File: config.mk
export PLATFORM = sky130hd
export DESIGN_NAME = shader_stream_switch_map
export DESIGN_NICKNAME = d
export VERILOG_FILES = /design/src/hdl/stream_switch_pkg.sv /design/src/hdl/shader_stream_switch_map.sv /design/src/hdl/switch_flag_select.sv
export SDC_FILE = /design/constraint.sdc
export NUM_CORES = 1
export LEC_CHECK = 0
export BUFFER_PORTS_ARGS = -buffer_cell sky130_fd_sc_hd__buf_2
export CORE_ASPECT_RATIO = 0.6
export CORE_MARGIN = 3
export CORE_UTILIZATION = 52
export CTS_BUF_LIST = sky130_fd_sc_hd__clkbuf_4
export CTS_CLUSTER_SIZE = 16
export DETAILED_ROUTE_END_ITERATION = 8
export PLACE_DENSITY = 0.79
export SKIP_LAST_GASP = 1
export SLEW_MARGIN = 30
export SYNTH_ARGS = -nofsm -noshare
export SYNTH_HDL_FRONTEND = slang
export SYNTH_SLANG_ARGS = --single-unit
File: constraint.sdc
create_clock -name hclk -period 2.1 [get_ports hclk]
set_input_delay 0.21 -clock hclk [delete_from_list [all_inputs] [get_ports hclk]]
set_output_delay 0.21 -clock hclk [all_outputs]
set_load 0.01 [all_outputs]
File: src/hdl/stream_switch_pkg.sv
// Constants shared by the shader stream switch map block.
// Summary of operation
// - tex_to_arith_switch_hi bits 7:0 switch texture instructions 24..31; 23:8 reserved.
// - Arithmetic flag read after its instruction: 0 continues, 1 goes to texture stream.
// - arith_to_tex_switch_0 bit k is the arithmetic switch flag of instruction k.
// - arith_to_tex_switch_1 bit k is the arithmetic switch flag of instruction 24+k.
// - arith_to_tex_switch_2 serves instructions 48..71; bit 23 is 71, bit 13 is 61.
`default_nettype none
package stream_switch_pkg;
	localparam int unsigned DATA_W = 32;
	localparam int unsigned MAP_W = 24;
	localparam int unsigned IDX_W = 7;
	// Register indices; the byte address is four times the index.
	localparam logic [7:0] IDX_TEX_TO_ARITH_SWITCH_HI = 8'h94;
	localparam logic [7:0] IDX_ARITH_TO_TEX_SWITCH_0 = 8'h95;
	localparam logic [7:0] IDX_ARITH_TO_TEX_SWITCH_1 = 8'h96;
	localparam logic [7:0] IDX_ARITH_TO_TEX_SWITCH_2 = 8'h97;
	localparam logic [7:0] IDX_SEQ_STATUS = 8'hA0;
	localparam logic [9:0] ADDR_TEX_TO_ARITH_SWITCH_HI = {IDX_TEX_TO_ARITH_SWITCH_HI, 2'h0};
	localparam logic [9:0] ADDR_ARITH_TO_TEX_SWITCH_0 = {IDX_ARITH_TO_TEX_SWITCH_0, 2'h0};
	localparam logic [9:0] ADDR_ARITH_TO_TEX_SWITCH_1 = {IDX_ARITH_TO_TEX_SWITCH_1, 2'h0};
	localparam logic [9:0] ADDR_ARITH_TO_TEX_SWITCH_2 = {IDX_ARITH_TO_TEX_SWITCH_2, 2'h0};
	localparam logic [9:0] ADDR_SEQ_STATUS = {IDX_SEQ_STATUS, 2'h0};
	// Field layout of the texture switch register.
	localparam logic [23:0] TEX_SWITCH_MASK = 24'h0000FF;
	localparam logic [6:0] TEX_FLAG_BASE = 7'h18;
	localparam logic [6:0] TEX_FLAG_LAST = 7'h1F;
	// Arithmetic index bases for the three arithmetic registers.
	localparam logic [6:0] ARITH_BASE_1 = 7'h18;
	localparam logic [6:0] ARITH_BASE_2 = 7'h30;
	localparam logic [6:0] ARITH_LAST = 7'h47;
	// Status field positions.
	localparam int unsigned STAT_STREAM_BIT = 16;
	localparam int unsigned STAT_ARITH_LSB = 8;
	localparam int unsigned STAT_TEX_LSB = 0;
	localparam logic [23:0] MAP_RESET = 24'h000000;
	localparam logic [1:0] HTRANS_NONSEQ = 2'h2;
	typedef enum logic [0:0] {
		STREAM_TEX = 1'b0,
		STREAM_ARITH = 1'b1
	} stream_t;
endpackage
`default_nettype wire

File: src/hdl/shader_stream_switch_map.sv
// Switch map registers and stream sequencer of the pixel shader, with an AHB-Lite slave.
`timescale 1ns/10ps
`default_nettype none
module shader_stream_switch_map (
	// Clock and reset.
	input wire logic hclk,
	input wire logic hresetn,
	// AHB-Lite slave.
	input wire logic hsel,
	input wire logic [31:0] haddr,
	input wire logic [1:0] htrans,
	input wire logic hwrite,
	input wire logic [2:0] hsize,
	input wire logic [31:0] hwdata,
	input wire logic hready,
	output logic hreadyout,
	output logic hresp,
	output logic [31:0] hrdata,
	// Sequencer.
	input wire logic seq_start,
	input wire logic start_stream,
	input wire logic instr_issued,
	output logic current_stream,
	output logic [6:0] tex_index,
	output logic [6:0] arith_index,
	output logic switch_pulse
);
	logic [23:0] tex_map_q;
	logic [23:0] arith_map_0_q;
	logic [23:0] arith_map_1_q;
	logic [23:0] arith_map_2_q;
	logic wr_pend_q;
	logic [9:0] wr_addr_q;
	logic [31:0] hrdata_q;
	stream_switch_pkg::stream_t stream_q;
	stream_switch_pkg::stream_t stream_d;
	logic [6:0] tex_idx_q;
	logic [6:0] tex_idx_d;
	logic [6:0] arith_idx_q;
	logic [6:0] arith_idx_d;
	logic switch_q;
	logic switch_d;
	logic flag;

	// Bus decode; only whole-word transfers are expected, other sizes act the same.
	wire logic addr_phase = hsel && hready && (htrans == stream_switch_pkg::HTRANS_NONSEQ ||
		htrans == 2'h3);
	wire logic [9:0] a = {haddr[9:2], 2'h0};
	wire logic [31:0] status_word = {15'h0000, stream_q,
		1'b0, arith_idx_q, 1'b0, tex_idx_q};
	wire logic [31:0] rd_word =
		(a == stream_switch_pkg::ADDR_TEX_TO_ARITH_SWITCH_HI) ? {8'h00, tex_map_q} :
		(a == stream_switch_pkg::ADDR_ARITH_TO_TEX_SWITCH_0) ? {8'h00, arith_map_0_q} :
		(a == stream_switch_pkg::ADDR_ARITH_TO_TEX_SWITCH_1) ? {8'h00, arith_map_1_q} :
		(a == stream_switch_pkg::ADDR_ARITH_TO_TEX_SWITCH_2) ? {8'h00, arith_map_2_q} :
		(a == stream_switch_pkg::ADDR_SEQ_STATUS) ? status_word : 32'h00000000;
	wire logic [23:0] wmap = hwdata[23:0];
	wire logic wr_tex = wr_pend_q && wr_addr_q == stream_switch_pkg::ADDR_TEX_TO_ARITH_SWITCH_HI;
	wire logic wr_a0 = wr_pend_q && wr_addr_q == stream_switch_pkg::ADDR_ARITH_TO_TEX_SWITCH_0;
	wire logic wr_a1 = wr_pend_q && wr_addr_q == stream_switch_pkg::ADDR_ARITH_TO_TEX_SWITCH_1;
	wire logic wr_a2 = wr_pend_q && wr_addr_q == stream_switch_pkg::ADDR_ARITH_TO_TEX_SWITCH_2;

	assign hreadyout = 1'b1;
	assign hresp = 1'b0;
	assign hrdata = hrdata_q;

	always_ff @(posedge hclk or negedge hresetn) begin
		if (!hresetn) begin
			wr_pend_q <= 1'b0;
			wr_addr_q <= 10'h000;
			hrdata_q <= 32'h00000000;
		end else begin
			wr_pend_q <= addr_phase && hwrite;
			wr_addr_q <= a;
			hrdata_q <= (addr_phase && !hwrite) ? rd_word : 32'h00000000;
		end
	end

	always_ff @(posedge hclk or negedge hresetn) begin
		if (!hresetn) begin
			tex_map_q <= stream_switch_pkg::MAP_RESET;
			arith_map_0_q <= stream_switch_pkg::MAP_RESET;
			arith_map_1_q <= stream_switch_pkg::MAP_RESET;
			arith_map_2_q <= stream_switch_pkg::MAP_RESET;
		end else begin
			if (wr_tex) begin
				tex_map_q <= wmap & stream_switch_pkg::TEX_SWITCH_MASK;
			end
			if (wr_a0) begin
				arith_map_0_q <= wmap;
			end
			if (wr_a1) begin
				arith_map_1_q <= wmap;
			end
			if (wr_a2) begin
				arith_map_2_q <= wmap;
			end
		end
	end

	switch_flag_select u_select (
		.tex_map(tex_map_q),
		.arith_map_0(arith_map_0_q),
		.arith_map_1(arith_map_1_q),
		.arith_map_2(arith_map_2_q),
		.stream(stream_q),
		.tex_index(tex_idx_q),
		.arith_index(arith_idx_q),
		.flag(flag)
	);

	// A completed instruction advances its own stream index; in the same cycle its flag, at the old index, decides the stream.
	always_comb begin
		stream_d = stream_q;
		tex_idx_d = tex_idx_q;
		arith_idx_d = arith_idx_q;
		switch_d = 1'b0;
		if (seq_start) begin
			stream_d = start_stream ? stream_switch_pkg::STREAM_ARITH :
				stream_switch_pkg::STREAM_TEX;
			tex_idx_d = 7'h00;
			arith_idx_d = 7'h00;
		end else if (instr_issued) begin
			if (stream_q == stream_switch_pkg::STREAM_TEX) begin
				tex_idx_d = tex_idx_q + 7'h01;
			end else begin
				arith_idx_d = arith_idx_q + 7'h01;
			end
			if (flag) begin
				stream_d = (stream_q == stream_switch_pkg::STREAM_TEX) ?
					stream_switch_pkg::STREAM_ARITH : stream_switch_pkg::STREAM_TEX;
				switch_d = 1'b1;
			end
		end
	end

	always_ff @(posedge hclk or negedge hresetn) begin
		if (!hresetn) begin
			stream_q <= stream_switch_pkg::STREAM_TEX;
			tex_idx_q <= 7'h00;
			arith_idx_q <= 7'h00;
			switch_q <= 1'b0;
		end else begin
			stream_q <= stream_d;
			tex_idx_q <= tex_idx_d;
			arith_idx_q <= arith_idx_d;
			switch_q <= switch_d;
		end
	end

	assign current_stream = stream_q;
	assign tex_index = tex_idx_q;
	assign arith_index = arith_idx_q;
	assign switch_pulse = switch_q;
endmodule // shader_stream_switch_map
`default_nettype wire

File: src/hdl/switch_flag_select.sv
// Picks the switch flag that belongs to the current instruction of the current stream.
`timescale 1ns/10ps
`default_nettype none
module switch_flag_select (
	// Switch maps.
	input wire logic [23:0] tex_map,
	input wire logic [23:0] arith_map_0,
	input wire logic [23:0] arith_map_1,
	input wire logic [23:0] arith_map_2,
	// Lookup.
	input wire logic stream,
	input wire logic [6:0] tex_index,
	input wire logic [6:0] arith_index,
	output logic flag
);
	wire logic [6:0] tex_off = tex_index - stream_switch_pkg::TEX_FLAG_BASE;
	wire logic tex_in_map = (tex_index >= stream_switch_pkg::TEX_FLAG_BASE) &&
		(tex_index <= stream_switch_pkg::TEX_FLAG_LAST);
	wire logic tex_flag = tex_in_map && tex_map[tex_off[2:0]];
	wire logic [6:0] off_1 = arith_index - stream_switch_pkg::ARITH_BASE_1;
	wire logic [6:0] off_2 = arith_index - stream_switch_pkg::ARITH_BASE_2;
	wire logic sel_0 = arith_index < stream_switch_pkg::ARITH_BASE_1;
	wire logic sel_1 = !sel_0 && (arith_index < stream_switch_pkg::ARITH_BASE_2);
	wire logic sel_2 = (arith_index >= stream_switch_pkg::ARITH_BASE_2) &&
		(arith_index <= stream_switch_pkg::ARITH_LAST);
	wire logic flag_0 = sel_0 && arith_map_0[arith_index[4:0]];
	wire logic flag_1 = sel_1 && arith_map_1[off_1[4:0]];
	wire logic flag_2 = sel_2 && arith_map_2[off_2[4:0]];
	assign flag = stream ? (flag_0 | flag_1 | flag_2) : tex_flag;
endmodule // switch_flag_select
`default_nettype wire

==> metrics.txt <==
outcome=finished with violations; via-per-instance ratio=5.78; Hold Path Class=in -> reg; Worst Clk Skew=0.0154 ns; flops & latches, synth=129; Critical Path RT=2.56 ns; core area=11600 µm²; Reg-to-Reg Start=arith_index[0]$_DFFE_PN0P_; final setup vio count=2; hold path endpoint=arith_index[1]$_DFFE_PN0P_; total grt overflow=0; TritonCTS clock tree=done; TritonCTS Sinks=129; CTS Buf Count=17; n_diodes=0; Final Cell Area=7730 µm²; largest net degree at the start of global routing=46; Worst-Skew Late Latency=0.51 ns; placed insts=747; CP max FO=7; DP Area=7050 µm²; Yosys cell types=48; Tightest Pin Transition=0.590 ns; Hold Startpoint=instr_issued; PortBufs=80; Synth Cell Area=6340 µm²; final hold vios=0; Max Slew Vio Count=0; R2R setup slack=-0.05 ns; Synth warnings=0; worst r2r dst=current_stream$_DFFE_PN0P_; setup TNS=-0.0824 ns; ANT nets after route=0; CP Data Arrival Time=2.61 ns; Placer Congestion=0.983; leakage=3.61 nW; Total Wirelength=16.0 mm; # rows=30; Finished Core Util=66.7%; CP Class=reg -> reg; critical path cell sequence=buf_12 -> mux4_1 -> mux4_2 -> a211oi_4 -> o31a_1; Period Utilization, post-route=103%; Starting DRT DRC Count=374; Slew HR=60.6%; Total GRT Usage=24.3%; CP max stage cell=mux4_1; VDD IR max=397 µV; Yosys top cell by area=dfrtp_1; Avg WL per Cell=19.6 µm; DIE WIDTH=149 µm; Via Count=4708; Syn Area/Cell=12.4 µm²; layout cells sized above 1=40.5%; critical path's largest stage delay=0.58 ns; vias in the first global route=4803; TritonRoute pass-1 iters=4; P per Cell Area=619 nW/µm²; Root Buffer=clkbuf_4; CP Launch Type=flop; I/O Pins=127; first-pass GRT wire length=25.6 mm; Max Cap Viol=0; Crit. End Element=flop; Hold Crit Depth=3; die height=91.5 µm; htree depth=4; detailed placement HPWL=11.7 mm; die area=13600 µm²; setup slack after layout=-0.0534 ns; Final Critical Period=2.15 ns; FMAX=0.464 GHz; top cells by area, synth=dfrtp_1 (51%), mux2_2 (17%), mux4_2 (3.9%); R2R cell count=5; area grow syn2layout=22.1%; Worst Hold Margin=0.0465 ns; RSZ-0062 raised after global routing=yes; maximum root-to-sink buffer count=2; area share of the largest cell type after synthesis=50.9%; starting density of the core=54.6%; Clock transition at path regs=0.11 ns; failing checks=negative setup slack; fin nets=726; DRC viols=0; Post-Synthesis Cells=510; post-route insts no fill=815; sequential fraction of the synthesis area=50.9%; antenna violations before repair=0
-- metrics by stage --
step	worst slack [ns]	total power, mW
floorplan	0.0110	2.85
global placement	0.000145	3.02
detailed placement	-0.0520	3.04
CTS	-0.0436	4.78
global route	-0.0843	4.97
finish	-0.0534	4.79
-- what timing repair did --
action                                  CTS  global route
endpoints found under the setup margin    2             6
cloned                                    0             1
endpoints found under the hold margin   167             0
buffers inserted                          1             1
pin swaps                                 4             3
gates resized for setup                   3            11
hold buffers                             34             0
-- state kept, by name, indices dropped and copies added, names as in the netlist --
signal,flops
current_stream,1
wr_pend_q,1
tex_map_q,8
arith_map_0_q,24
tex_index,7
arith_map_1_q,24
hrdata,24
arith_index,7
switch_pulse,1
arith_map_2_q,24
wr_addr_q,8
-- critical path, delay by kind of cell, from the launching register on --
kind	cells	cell delay [ns]
buf+inv	1	0.16
compound gates	2	0.40
mux	2	1.09
flops	1	0.45
-- cells in the final DEF (no fill, tap or decap), types with 3 or more instances in the layout --
cell type,Yosys,final
buf_12,0,4
conb_1,2,10
nand4_1,5,5
a22oi_1,13,13
clkinv_1,0,5
buf_4,11,32
buf_2,8,79
nor2_1,45,43
o21ai_0,7,7
nand2_1,24,22
inv_1,9,7
nor3_1,5,5
dlygate4sd3_1,0,34
clkinvlp_4,0,3
nor2b_1,6,6
xor2_1,6,6
mux4_2,11,14
nand3_1,8,8
or3_1,4,4
xnor2_1,4,4
mux2_2,93,92
nand2b_1,8,8
ha_1,6,5
o31ai_1,3,3
mux2i_1,16,16
a221oi_1,10,10
nor3b_1,3,3
bufinv_16,0,3
clkbuf_4,0,18
dfrtp_1,129,127
mux4_1,7,4
a21oi_1,16,16
nor4_1,4,3
-- synthesized netlist by cell type (all sizes together) --
master	instances
a211oi	3
a21oi	16
a221oi	10
a22oi	13
a311oi	1
a32o	1
a41o	1
a41oi	1
and2	2
and3	1
and4b	1
buf	24
clkbuf	21
conb	2
dfrtp	129
ha	6
inv	9
mux2	93
mux2i	16
mux4	18
nand2	24
nand2b	8
nand3	8
nand4	5
nand4b	2
nor2	45
nor2b	6
nor3	5
nor3b	4
nor4	4
nor4b	1
o211a	1
o21a	1
o21ai	7
o22ai	1
o31a	1
o31ai	3
or2	2
or3	4
xnor2	4
xor2	6
-- routing by layer --
metal | share of wire, % | GRT usage, %
met5 | 0 | 0
met4 | 1.1 | 5.61
met3 | 8.9 | 7.93
met2 | 43 | 34.6
met1 | 47 | 36.3
-- report_power, final --
part	switching, mW	leakage [nW]	internal [mW]
Sequential	0.0492	1.72	2.53
Clock	0.900	0.142	0.811
Combinational	0.247	1.75	0.249
-- kinds of logic (layout without fill, tap and decap cells) --
| logic type | count (synthesis) | after routing | share of synthesized area (%) |
|---|---|---|---|
| flops | 129 | 129 | 50.9 |
| mux | 127 | 127 | 25.9 |
| simple gates | 122 | 122 | 9.50 |
| compound gates | 60 | 60 | 6.64 |
| buf+inv | 54 | 191 | 4.36 |
| xor+xnor | 10 | 10 | 1.38 |
| fa+ha+maj | 6 | 6 | 1.18 |
| other cells | 2 | 10 | 0.119 |
-- final cells by class --
cell class | instances | area, µm²
Clock inverter | 13 | 145
Clock buffer | 18 | 135
Sequential cell | 129 | 3230
Fill cell | 847 | 3860
Timing Repair Buffer | 151 | 1090
Multi-Input combinational cell | 335 | 2900
Inverter | 9 | 33.8
Tap cell | 160 | 200
-- how the worst max path moves through the flow --
stage	from	slack, ns	depth (start not counted)	end
after detailed placement	arith_index[0]$_DFFE_PN0P_	-0.05	7	current_stream$_DFFE_PN0P_
after global routing	arith_index[0]$_DFFE_PN0P_	-0.08	5	current_stream$_DFFE_PN0P_
after floorplan	arith_index[4]$_DFFE_PN0P_	0.01	9	current_stream$_DFFE_PN0P_
after global placement	arith_index[0]$_DFFE_PN0P_	0.0001	5	current_stream$_DFFE_PN0P_
after CTS	arith_index[0]$_DFFE_PN0P_	-0.04	7	current_stream$_DFFE_PN0P_
final	arith_index[0]$_DFFE_PN0P_	-0.05	5	current_stream$_DFFE_PN0P_
Note: power is estimated with default switching activity, not from simulation.
